[config.mk]
export PLATFORM = sky130hd
export DESIGN_NAME = cps_streamer
export DESIGN_NICKNAME = d
export VERILOG_FILES = /design/src/hdl/cps_pkg.sv /design/src/hdl/cps_fifo.sv /design/src/hdl/cps_streamer.sv
export VERILOG_INCLUDE_DIRS = /design/src /design/src/hdl
export SDC_FILE = /design/constraint.sdc
export NUM_CORES = 1
export LEC_CHECK = 0
export BUFFER_PORTS_ARGS = -buffer_cell sky130_fd_sc_hd__buf_2
export CORE_MARGIN = 2
export CORE_UTILIZATION = 63
export CTS_CLUSTER_SIZE = 10
export DETAILED_ROUTE_END_ITERATION = 10
export PLACE_DENSITY = 0.85
export SYNTH_ARGS = -nofsm -noshare
export SYNTH_HDL_FRONTEND = slang
export SYNTH_SLANG_ARGS = --single-unit
[constraint.sdc]
create_clock -name clock -period 8 [get_ports clock]
set_input_delay 0.8 -clock clock [delete_from_list [all_inputs] [get_ports clock]]
set_output_delay 0.8 -clock clock [all_outputs]
set_load 0.01 [all_outputs]
[src/hdl/cps_params.svh]
// timing counts and reset values shared by the configuration data streamer
`ifndef CPS_PARAMS_SVH
`define CPS_PARAMS_SVH
`define CPS_CLK_MHZ         100
`define CPS_MAX_RATE_MHZ    33
`define CPS_ACCESS_NS       20
`define CPS_ACCESS_CYC      ((`CPS_ACCESS_NS * `CPS_CLK_MHZ + 999) / 1000)
`define CPS_RATE_DIV        ((`CPS_CLK_MHZ + `CPS_MAX_RATE_MHZ - 1) / `CPS_MAX_RATE_MHZ)
`define CPS_ADDR_RESET      0
`define CPS_FIFO_DEPTH      4
`define CPS_RUN_LEN_BIT     7
`endif

[src/hdl/cps_pkg.sv]
// types shared by the configuration data streamer
package cps_pkg;
    typedef enum logic [1:0] {
        CPS_MASTER_SERIAL,
        CPS_SLAVE_SERIAL,
        CPS_MASTER_BYTE,
        CPS_SLAVE_BYTE
    } cps_mode_t;

    typedef enum logic [1:0] {
        CPS_IDLE,
        CPS_FETCH,
        CPS_RUN
    } cps_fetch_t;

    typedef struct packed {
        logic       enExtSel;
        logic [1:0] revPin;
        logic [1:0] revBits;
        logic       compressEn;
        logic       cascaded;
        logic       smallDensity;
    } cps_cfg_t;

    typedef struct packed {
        logic [7:0] data;
        logic       valid;
        logic       oe;
    } cps_out_t;
endpackage

[src/hdl/cps_fifo.sv]
// small registered fifo that sits between the image fetch and the output stage
`timescale 1ns/1ps
module cps_fifo #(
    parameter int WIDTH = 8,
    parameter int DEPTH = 4
) (
    input  wire logic             clock,
    input  wire logic             rstn,
    input  wire logic             flush,
    input  wire logic [WIDTH-1:0] inData,
    input  wire logic             inValid,
    output logic                  inReady,
    output logic      [WIDTH-1:0] outData,
    output logic                  outValid,
    input  wire logic             outReady
);
    localparam int AW = $clog2(DEPTH);

    typedef struct packed {
        logic [DEPTH-1:0][WIDTH-1:0] mem;
        logic [AW-1:0]               wrPtr;
        logic [AW-1:0]               rdPtr;
        logic [AW:0]                 count;
    } cps_fifo_st_t;

    cps_fifo_st_t state_ff;   // all storage and pointers
    cps_fifo_st_t nxt_state;  // next value

    // handshakes are combinational, data comes straight from the storage flops
    assign inReady  = (state_ff.count != (AW+1)'(DEPTH));
    assign outValid = (state_ff.count != '0);
    assign outData  = state_ff.mem[state_ff.rdPtr];

    // pointer update; a flush drops everything so a new image starts clean
    always_comb begin
        nxt_state = state_ff;
        if (flush) begin
            nxt_state.wrPtr = '0;
            nxt_state.rdPtr = '0;
            nxt_state.count = '0;
        end else begin
            if (inValid && inReady) begin
                nxt_state.mem[state_ff.wrPtr] = inData;
                nxt_state.wrPtr = state_ff.wrPtr + 1'b1;
            end
            if (outValid && outReady) begin
                nxt_state.rdPtr = state_ff.rdPtr + 1'b1;
            end
            nxt_state.count = state_ff.count + (AW+1)'(inValid && inReady)
                              - (AW+1)'(outValid && outReady);
        end
    end

    // state register
    always_ff @(posedge clock or negedge rstn) begin
        if (!rstn) begin
            state_ff <= '0;
        end else begin
            state_ff <= nxt_state;
        end
    end
endmodule

[src/hdl/cps_streamer.sv]
// configuration data streamer: image fetch, decompress, serial and byte output
//
// Notes on behaviour
// serial bit out after access delay when enabled
// next word follows each config clock rise
// fpga masters clock, gives exact pulse count
// slave serial external clock, optional self-drive
// byte mode clock from fpga, oscillator, self
// byte drive only busy low, request, enables
// fpga captures byte on following rise
// slave byte clock may run freely
// output rate up to 33 MHz
// revision from pins or internal bits
// decompressor expands stored image before delivery
// cascade for longer images, advanced needs same
// smallest density stores revision only cascaded
// programmer erases before programming, then verifies
// address held at start in reset, advances
// outputs high impedance unless selected and gated; code gates data outputs only, configClockOe ignores selects
`timescale 1ns/1ps
`include "cps_params.svh"
module cps_streamer #(
    parameter int ADDR_W   = 16,
    parameter int REV_W    = 2,
    parameter int DEPTH    = `CPS_FIFO_DEPTH,
    parameter int ACC_CYC  = `CPS_ACCESS_CYC,
    parameter int RATE_DIV = `CPS_RATE_DIV
) (
    input  wire logic                 clock,
    input  wire logic                 rstn,
    input  wire cps_pkg::cps_mode_t   mode,
    input  wire cps_pkg::cps_cfg_t    cfg,
    input  wire logic                 configClock,
    input  wire logic                 configRequest,
    input  wire logic                 chipEnable,
    input  wire logic                 outputEnable,
    input  wire logic                 busy,
    input  wire logic                 selfClockEn,
    output logic [ADDR_W+REV_W-1:0]   memAddr,
    output logic                      memRead,
    input  wire logic [7:0]           memData,
    input  wire logic                 memDataValid,
    input  wire logic                 imageEnd,
    output logic                      serialDataOut,
    output logic                      serialDataOe,
    output logic [7:0]                byteDataOut,
    output logic                      byteDataOe,
    output logic                      configClockOut,
    output logic                      configClockOe,
    output logic                      cascadeNextEn,
    output logic                      revisionError
);
    typedef struct packed {
        cps_pkg::cps_fetch_t fetch;
        logic [ADDR_W-1:0]   addr;
        logic [REV_W-1:0]    rev;
        logic [7:0]          runLeft;
        logic [7:0]          runByte;
        logic                lastClk;
        logic [7:0]          shiftReg;
        logic [3:0]          bitCnt;
        logic                haveWord;
        logic [7:0]          accCnt;
        logic                ready;
        logic [7:0]          divCnt;
        logic                genClk;
        logic                done;
        cps_pkg::cps_out_t   out;
    } cps_st_t;

    cps_st_t state_ff;   // whole block state
    cps_st_t nxt_state;  // next value

    logic       byteMode;     // one of the two byte-wide modes
    logic       selected;     // chip select and output gate both active
    logic       stream;       // delivery allowed at all
    logic       clkRise;      // rising edge of the effective config clock
    logic       effClk;       // config clock as seen by the streamer
    logic       selfDrive;    // this device drives the config clock
    logic [7:0] fifoOut;      // word at the fifo head
    logic       fifoOutValid; // fifo head valid
    logic       fifoInReady;  // room for one more word
    logic [7:0] pushData;     // word offered to the fifo
    logic       pushValid;    // push strobe
    logic       popReady;     // consume one word
    logic       revValid;     // chosen revision may be used

    ////////////////////////////////////////////////////////////////////////
    // helpers

    // compressed run marker: top bit set means a repeat count in the low bits
    function automatic logic isRun(input logic [7:0] w, input logic en);
        isRun = en && w[`CPS_RUN_LEN_BIT];
    endfunction

    ////////////////////////////////////////////////////////////////////////
    // mode decode and enables

    assign byteMode  = (mode == cps_pkg::CPS_MASTER_BYTE) || (mode == cps_pkg::CPS_SLAVE_BYTE);
    assign selected  = chipEnable && outputEnable;
    // self-driven clock only in slave modes, master fpga always owns it
    assign selfDrive = selfClockEn && ((mode == cps_pkg::CPS_SLAVE_SERIAL) ||
                                       (mode == cps_pkg::CPS_SLAVE_BYTE));  // see R4
    assign effClk    = selfDrive ? state_ff.genClk : configClock;
    assign clkRise   = effClk && !state_ff.lastClk;
    // byte delivery also waits for busy low
    assign stream    = configRequest && selected && !(byteMode && busy);
    // smallest density refuses a nonzero revision unless cascaded
    assign revValid  = !(cfg.smallDensity && !cfg.cascaded && (state_ff.rev != '0));

    ////////////////////////////////////////////////////////////////////////
    // outputs

    assign memAddr        = {state_ff.rev, state_ff.addr};
    assign memRead        = (state_ff.fetch == cps_pkg::CPS_FETCH);
    assign serialDataOut  = state_ff.out.data[0];
    assign byteDataOut    = state_ff.out.data;
    // drivers released whenever select or gate drop
    assign serialDataOe   = state_ff.out.oe && !byteMode && selected;
    assign byteDataOe     = state_ff.out.oe && byteMode && selected;
    assign configClockOut = state_ff.genClk;
    assign configClockOe  = selfDrive;
    assign cascadeNextEn  = state_ff.done;
    assign revisionError  = !revValid;

    // fetch path: literal words pass, runs are expanded before the fifo
    assign pushValid = (state_ff.fetch == cps_pkg::CPS_RUN) ||
                       ((state_ff.fetch == cps_pkg::CPS_FETCH) && memDataValid &&
                        !imageEnd && !isRun(memData, cfg.compressEn));
    assign pushData  = (state_ff.fetch == cps_pkg::CPS_RUN) ? state_ff.runByte : memData;
    assign popReady  = stream && state_ff.ready && fifoOutValid &&
                       (!state_ff.haveWord || (clkRise && (byteMode || state_ff.bitCnt == 4'd1)));

    cps_fifo #(
        .WIDTH (8),
        .DEPTH (DEPTH)
    ) i_cps_fifo (
        .clock    (clock),
        .rstn     (rstn),
        .flush    (!configRequest),
        .inData   (pushData),
        .inValid  (pushValid),
        .inReady  (fifoInReady),
        .outData  (fifoOut),
        .outValid (fifoOutValid),
        .outReady (popReady)
    );

    ////////////////////////////////////////////////////////////////////////
    // next-state logic

    always_comb begin
        nxt_state         = state_ff;
        nxt_state.lastClk = effClk;

        // clock divider keeps a self-driven clock at or below the top rate
        if (selfDrive) begin
            if (state_ff.divCnt >= 8'(RATE_DIV - 1)) begin
                nxt_state.divCnt = '0;
                nxt_state.genClk = !state_ff.genClk;
            end else begin
                nxt_state.divCnt = state_ff.divCnt + 8'd1;
            end
        end else begin
            nxt_state.divCnt = '0;
            nxt_state.genClk = 1'b0;
        end

        // revision latched while request is inactive: pins or internal bits
        if (!configRequest) begin
            nxt_state.rev      = cfg.enExtSel ? cfg.revPin : cfg.revBits;
            nxt_state.addr     = ADDR_W'(`CPS_ADDR_RESET);
            nxt_state.fetch    = cps_pkg::CPS_IDLE;
            nxt_state.haveWord = 1'b0;
            nxt_state.bitCnt   = '0;
            nxt_state.accCnt   = '0;
            nxt_state.ready    = 1'b0;
            nxt_state.done     = 1'b0;
            nxt_state.out      = '0;
        end else begin
            // image fetch machine
            case (state_ff.fetch)
                cps_pkg::CPS_IDLE: begin
                    if (revValid && !state_ff.done && fifoInReady) begin
                        nxt_state.fetch = cps_pkg::CPS_FETCH;
                    end
                end
                cps_pkg::CPS_FETCH: begin
                    if (memDataValid) begin
                        nxt_state.addr = state_ff.addr + 1'b1;
                        if (imageEnd) begin
                            nxt_state.done  = 1'b1;
                            nxt_state.fetch = cps_pkg::CPS_IDLE;
                        end else if (isRun(memData, cfg.compressEn)) begin
                            // run header; the next word is the repeated byte
                            nxt_state.runLeft = {1'b0, memData[6:0]};
                            nxt_state.fetch   = cps_pkg::CPS_FETCH;
                            nxt_state.runByte = 8'h00;
                        end else if (state_ff.runLeft > 8'd1) begin
                            nxt_state.runByte = memData;
                            nxt_state.fetch   = cps_pkg::CPS_RUN;
                        end else begin
                            nxt_state.fetch = cps_pkg::CPS_IDLE;
                        end
                    end
                end
                cps_pkg::CPS_RUN: begin
                    // first copy went in with the literal; stall on a full fifo
                    if (fifoInReady) begin
                        nxt_state.runLeft = state_ff.runLeft - 8'd1;
                        if (state_ff.runLeft <= 8'd2) begin
                            nxt_state.runLeft = '0;
                            nxt_state.fetch   = cps_pkg::CPS_IDLE;
                        end
                    end
                end
                default: begin
                    nxt_state.fetch = cps_pkg::CPS_IDLE;
                end
            endcase

            // access delay before the first bit may appear after enable
            if (!selected) begin
                nxt_state.accCnt = '0;
                nxt_state.ready  = 1'b0;
            end else if (!state_ff.ready) begin
                if (state_ff.accCnt >= 8'(ACC_CYC - 1)) begin
                    nxt_state.ready = 1'b1;
                end else begin
                    nxt_state.accCnt = state_ff.accCnt + 8'd1;
                end
            end

            // first word is presented once access delay expires
            if (state_ff.ready && stream && !state_ff.haveWord && fifoOutValid &&
                !state_ff.out.valid) begin
                nxt_state.out.data = fifoOut;
                nxt_state.out.valid = 1'b1;
                nxt_state.out.oe   = 1'b1;
                nxt_state.haveWord = 1'b1;  // popped here, so the first rise moves on
                nxt_state.bitCnt   = 4'd8;
            end

            // each rising config clock edge launches the next bit or byte
            if (clkRise && stream && state_ff.ready && state_ff.haveWord) begin
                if (!byteMode && state_ff.bitCnt > 4'd1) begin
                    nxt_state.out.data = {1'b0, state_ff.out.data[7:1]};
                    nxt_state.bitCnt   = state_ff.bitCnt - 4'd1;
                end else if (fifoOutValid) begin
                    nxt_state.out.data = fifoOut;  // see R2
                    nxt_state.bitCnt   = 4'd8;
                end
            end
        end
    end

    ////////////////////////////////////////////////////////////////////////
    // state register; address sits at image start while reset holds

    always_ff @(posedge clock or negedge rstn) begin
        if (!rstn) begin
            state_ff <= '0;
        end else begin
            state_ff <= nxt_state;
        end
    end
endmodule

==> results_dict.tcl, run 1 <==
set metrics [dict create \
    ys.flop_type "dfrtp_1" \
    vias 4122 \
    worst_clock_skew_ns 0.0120 \
    path_clk_slew_ns 0.10 \
    finalPower_mw 1.31 \
    peakVddDrop_uv 183 \
    clkPwrFrac_pct 25.9 \
    place.port_buffers 61 \
    yosys.area.top_type "dfrtp_1" \
    yosysWarnings 0 \
    synth_top_family_by_area "simple AND/OR/NAND/NOR gates" \
    dieHeight_um 97.9 \
    cts.sinks 108 \
    ys_types 56 \
    cp_slowest_stage_delay_ns 0.38 \
    final_area_sq_um 5970 \
    p_int_uw 895 \
    nets 640 \
    status "finished, final reports clean" \
    min-delay-path-class "in2async" \
    tightestPinTransition_ns 0.917 \
    synth-seq-cells 108 \
    numCtsBuffers 9 \
    ctsLongestPathBuffers 2 \
    synth_compound_area_share_pct 13.4 \
    switching_share_pct 31.6 \
    postCtsSetupBuffers 0 \
    ios 62 \
    diodes 0 \
    grt_antenna_before_repair 0 \
    critical_path.reg2reg.endpoint "i_cps_fifo.state_ff[2]" \
    gp_congestion 0.906 \
    synth_edf_count 0 \
    chipWidth_um 97.9 \
    grt_max_degree 76 \
    core_area_sq_um 8640 \
    wl_per_cell_um 16.1 \
    synthToLayoutAreaGrowth_pct 7.53 \
    cts_tree "built" \
    synth_area_leaders "dfrtp_1, a21oi_1, nor2_1" \
    synth.most_common_cell "dfrtp_1" \
    cts-root-buf "clkbuf_8" \
    pre_cts_slack_ns 4.82 \
    syn_inst 555 \
    wirelength_mm 11.4 \
    period_minus_slack_ns 2.79 \
    pwr-share-comb_pct 22.1 \
    hold_buffers 0 \
    ys_seq_area_share_pct 48.7 \
    yosys.area_share.simple_pct 15.7 \
    synthArstFlopShare_pct 100 \
    path_cells "buf_2 -> and4_1 -> nand3_1 -> a21oi_1 -> ha_1 -> inv_1 -> ha_1 -> fa_1 -> xnor2_1 -> xnor2_1 -> nor2_1" \
    dpl-instance-area_sq_um 5770 \
    gr-total-overflow 0 \
    ff2ff_path_depth 10 \
    grt_pass1_vias 4139 \
    r2r_slack_ns 5.21 \
    drtAntennaViolNets 0 \
    powerDensity_nw_per_um2 219 \
    ys_top_cells_by_count "dfrtp_1, nor2_1, a21oi_1" \
    path_delay_family "adder cells" \
    fin_ws_ns 5.21 \
    max_clock_freq_mhz 358 \
    rows 34 \
    power.switching_uw 413 \
    pwr-share-seq_pct 52.1 \
    htree_levels 3 \
    synth_area_sq_um 5550 \
    rsz0062_at_grt "false" \
    critPathBufInv 2 \
    slew_headroom_pct 38.2 \
    initial_utilization_pct 64.3 \
    die-area_sq_um 9580 \
    drt_iter0_markers 223 \
    finalHoldViolations 0 \
    cp_slowest_cell "fa_1" \
    criticalPathCategory "in2reg" \
    viasPerCell 5.86 \
    grt_first_pass_wirelength_mm 19.2 \
    required_ns 8.25 \
    crit_path_max_fanout 25 \
    critPathLaunchType "input pin" \
    finalMaxSlewViolations 0 \
    drc_errors 0 \
    setup_violations 0 \
    synth_adder_area_share_pct 4.64 \
    first_pass_iters 5 \
    synth_top_area_share_pct 48.7 \
    fin_crit_sh_pct 34.9 \
    cp-end-kind "flop" \
    fin_tns_setup_ns 0 \
    cts_resized 0 \
    drive_gt1_share_pct 17.8 \
    gr-usage-all-layers_pct 24.6 \
    hpwl_mm 8.20 \
    fillCellCount 657 \
    power_leakage_nw 2.84 \
    synth_mux_area_share_pct 7.26 \
    synth_xor_area_share_pct 2.52 \
    maxCapViolations 0 \
    clkLatencyLatePin_ns 0.37 \
    arrival_ns 3.05 \
    worstReg2RegStart "state_ff[78]" \
    avgSynthCellArea_sq_um 10.0 \
]
[per-stage QoR]
stage	cells	hold WS [ns]	util, %
global route	704	0.376	69.1
CTS	704	0.361	69.1
finish	704	0.355	69.1
global placement	689	0.428	66.9
floorplan	560	0.410	-
detailed placement	689	0.439	66.9
[cell usage in the layout, fill, tap and decap left out, types with 3 or more instances in the layout]
master	instances
xnor2_1	14
or3_1	6
conb_1	6
nor3b_1	3
nor3_1	9
a21o_1	3
nor2_1	67
a21oi_1	63
a22oi_1	4
nor4b_2	4
o21ai_0	36
nand3b_1	4
dfrtp_1	108
buf_4	8
a31oi_1	5
and2_1	11
mux2i_1	20
inv_1	37
mux4_2	8
buf_2	60
nand3_1	20
nand2_1	17
ha_1	19
nand4_1	4
nor4_1	6
clkbuf_8	9
[power by group through the flow]
stage	sequential (mW)	combinational [mW]	clock, mW
2_1_floorplan	0.675	0.214	0
3_3_place_gp	0.683	0.272	0
3_5_place_dp	0.691	0.286	0
4_1_cts	0.680	0.288	0.344
5_1_grt	0.692	0.326	0.364
6_report	0.681	0.289	0.338
[metal layers]
metal | global-route usage, % | share of wire [%]
met5 | 0 | 0
met4 | 8.12 | 1.8
met3 | 4.65 | 4.7
met2 | 42.3 | 51
met1 | 31.8 | 42
[worst reg2reg max path, delay by kind of cell (launching register included)]
| family | cells | cell delay, ns |
|---|---|---|
| flops | 1 | 0.35 |
| xor+xnor | 2 | 0.34 |
| buf+inv | 1 | 0.07 |
| fa+ha+maj | 3 | 0.94 |
| simple gates | 3 | 0.46 |
| compound gates | 1 | 0.51 |
[kinds of logic after synthesis]
| family | Yosys count |
|---|---|
| buf+inv | 84 |
| compound gates | 129 |
| flops | 108 |
| mux | 30 |
| other cells | 1 |
| xor+xnor | 16 |
| simple gates | 167 |
| fa+ha+maj | 20 |
[cell type report]
cell class / instances / area (sq um) / area share, %
multi-input cells: 368 / 2440 / 40.8
clock inverters: 5 / 67.6 / 1.13
clock buffers: 10 / 128 / 2.14
inverters: 37 / 139 / 2.33
repair buffers: 68 / 360 / 6.04
well taps: 108 / 135 / 2.26
flip-flops and latches: 108 / 2700 / 45.3
[flip-flops by register name (all words and copies together) (netlist names)]
signal	flops
state_ff	41
memAddr	18
configClockOut	1
cascadeNextEn	1
byteDataOut	8
i_cps_fifo.state_ff	39
[worst max path at each step]
| stage | from | to | slack [ns] | cells past startpoint |
|---|---|---|---|---|
| after floorplan | imageEnd | i_cps_fifo.state_ff[2] | 5.32 | 8 |
| after global placement | configRequest | i_cps_fifo.state_ff[2] | 4.92 | 11 |
| after detailed placement | configRequest | i_cps_fifo.state_ff[2] | 4.82 | 11 |
| after CTS | state_ff[77] | i_cps_fifo.state_ff[2] | 5.22 | 9 |
| after global routing | configRequest | i_cps_fifo.state_ff[2] | 5.01 | 11 |
| final | configRequest | i_cps_fifo.state_ff[2] | 5.21 | 11 |
(Power assumes the default switching activity.)
==> inputs of run 2 (changes only) <==
--- a/config.mk
+++ b/config.mk
@@ -8,10 +8,10 @@
 export LEC_CHECK = 0
 export BUFFER_PORTS_ARGS = -buffer_cell sky130_fd_sc_hd__buf_2
 export CORE_MARGIN = 2
-export CORE_UTILIZATION = 63
+export CORE_UTILIZATION = 53
 export CTS_CLUSTER_SIZE = 10
 export DETAILED_ROUTE_END_ITERATION = 10
-export PLACE_DENSITY = 0.85
+export PLACE_DENSITY = 0.76
 export SYNTH_ARGS = -nofsm -noshare
 export SYNTH_HDL_FRONTEND = slang
 export SYNTH_SLANG_ARGS = --single-unit
==> constraint.sdc (replaced) <==
create_clock -name clock -period 2.4 [get_ports clock]
set_input_delay 0.24 -clock clock [delete_from_list [all_inputs] [get_ports clock]]
set_output_delay 0.24 -clock clock [all_outputs]
set_load 0.01 [all_outputs]
==> results_dict.tcl, run 2 (synthesis gave the netlist of run 1 again) <==
set metrics [dict create \
    cts_tree "built" \
    numCtsBuffers 9 \
    grt_util_met2_pct 35.2 \
    initial_utilization_pct 54.3 \
    grt_antenna_before_repair 0 \
    top_register "state_ff" \
    powerDensity_nw_per_um2 698 \
    tightestPinTransition_ns 0.758 \
    ctsLongestPathBuffers 2 \
    synthToLayoutAreaGrowth_pct 12.4 \
    path_clk_slew_ns 0.10 \
    cp_slowest_stage_delay_ns 0.38 \
    mostFrequentLayoutCell "dfrtp_1" \
    power_leakage_nw 2.95 \
    rsz0062_at_grt "true" \
    pre_cts_slack_ns -0.0743 \
    cp_slowest_cell "dfrtp_1" \
    worst_clock_skew_ns 0.0149 \
    peakVddDrop_uv 442 \
    maxCapViolations 0 \
    drtAntennaViolNets 0 \
    drive_gt1_share_pct 22.1 \
    grt_max_degree 50 \
    gp_congestion 0.894 \
    fin_ws_ns 0.0221 \
    rows 37 \
    htree_levels 3 \
    finalPower_mw 4.36 \
    status "finished, final reports clean" \
    ff2ff_path_depth 12 \
    gr-usage-all-layers_pct 21.1 \
    path_cells "inv_2 -> ha_4 -> nor3b_4 -> o221ai_2 -> a21oi_2 -> ha_1 -> inv_1 -> ha_2 -> fa_2 -> xnor2_2 -> xnor2_1 -> nor2_1" \
    die-area_sq_um 11300 \
    grt_pass1_vias 4092 \
    cp-end-kind "flop" \
    chipWidth_um 106 \
    dieHeight_um 106 \
    diodes 0 \
    grt.met1_usage_pct 27.3 \
    required_ns 2.67 \
    arrival_ns 2.65 \
    finalMaxSlewViolations 0 \
    path_delay_family "adder cells" \
    hpwl_mm 8.12 \
    first_pass_iters 5 \
    grt_first_pass_wirelength_mm 19.1 \
    holdPathEnd "state_ff[49]" \
    period_minus_slack_ns 2.38 \
    finalHoldViolations 0 \
    vias 4157 \
    critical_path.reg2reg.endpoint "i_cps_fifo.state_ff[2]" \
    clkLatencyLatePin_ns 0.38 \
    fin_tns_setup_ns 0 \
    wirelength_mm 11.5 \
    largest_reg_flops 41 \
    nets 660 \
    met3_usage_pct 4.54 \
    slew_headroom_pct 49.4 \
    fin_crit_sh_pct 99.1 \
    gr-total-overflow 0 \
    r2r_slack_ns 0.02 \
    ios 62 \
    worstReg2RegStart "state_ff[31]" \
    viasPerCell 5.53 \
    setup_violations 0 \
    critPathBufInv 2 \
    core_area_sq_um 10200 \
    top_usage_layer "met2" \
    min-delay-path-class "in2reg" \
    hold_depth 3 \
    criticalPathCategory "reg2reg" \
    crit_path_max_fanout 2 \
    wl_per_cell_um 15.3 \
    holdCritStartpoint "memData[6]" \
    layout_common_cells "dfrtp_1, nor2_1, a21oi_1" \
    place.port_buffers 61 \
    cts.sinks 108 \
    cts-root-buf "clkbuf_8" \
    drc_errors 0 \
    critPathLaunchType "flop" \
    max_clock_freq_mhz 421 \
    drt_iter0_markers 305 \
]
run 2: cell types whose count changed in the layout (fill, tap and decap cells not counted), moves of 2 or more:
cell / previous run / this run
buf_4: 8 / 26
ha_1: 19 / 16
ha_2: 0 / 2
inv_6: 2 / 0
run 2: worst reg2reg max path: cells and delay by family, from the launching register on:
kind / cells / cell delay, ns
AND/OR/NAND/NOR: 2 / 0.20
XOR/XNOR: 2 / 0.33
adder cells (fa/ha/maj): 4 / 0.98
buffers and inverters: 2 / 0.12
AO/OA/AOI/OAI: 2 / 0.27
flip-flops: 1 / 0.38
run 2: how the worst max path moves through the flow:
stage | from | endpoint | slack, ns | cells past startpoint
finish | state_ff[31] | i_cps_fifo.state_ff[2] | 0.02 | 12
global route | state_ff[31] | i_cps_fifo.state_ff[2] | -0.08 | 12
CTS | state_ff[31] | i_cps_fifo.state_ff[2] | -0.007 | 12
detailed placement | state_ff[51] | state_ff[50] | -0.07 | 6
global placement | state_ff[30] | i_cps_fifo.state_ff[2] | 0.09 | 11
floorplan | i_cps_fifo.state_ff[1] | i_cps_fifo.state_ff[2] | 0.006 | 11
run 2: report_power, final:
part | internal [mW] | leakage, nW | switching [mW]
logic | 0.447 | 1.42 | 0.570
registers | 2.08 | 1.44 | 0.185
clock network | 0.478 | 0.0894 | 0.597
run 2: metal layers:
metal | share of wire (%) | vias to the layer above
met2 | 51 | 73
li1 | - | 2007
met3 | 3.3 | 20
met4 | 1.7 | 0
met1 | 44 | 2057
met5 | 0 | -
run 2: repair_timing:
action	in CTS	in global routing
pin swaps	2	7
endpoints found under the setup margin	9	2
buffers inserted	0	2
gates resized for setup	2	12
gates cloned	0	0
hold endpoints to repair	39	0
hold buffers	1	0
run 2: cell type report:
class / count / area, sq um
sequential: 108 / 2700
timing repair buffer: 88 / 526
inverter: 37 / 139
tap: 136 / 170
multi-input combinational: 368 / 2520
clock inverter: 4 / 51.3
clock buffer: 11 / 131
fill: 869 / 3990
run 2: stage by stage:
step	cell area (sq um)	cells	hold WS [ns]	utilization, %
2_1_floorplan	5590	560	-0.0556	-
3_3_place_gp	5960	734	0.255	58.3
3_5_place_dp	5960	734	0.255	58.3
4_1_cts	6170	750	0.0951	60.3
5_1_grt	6240	752	0.136	61.0
6_report	6240	752	0.107	61.0
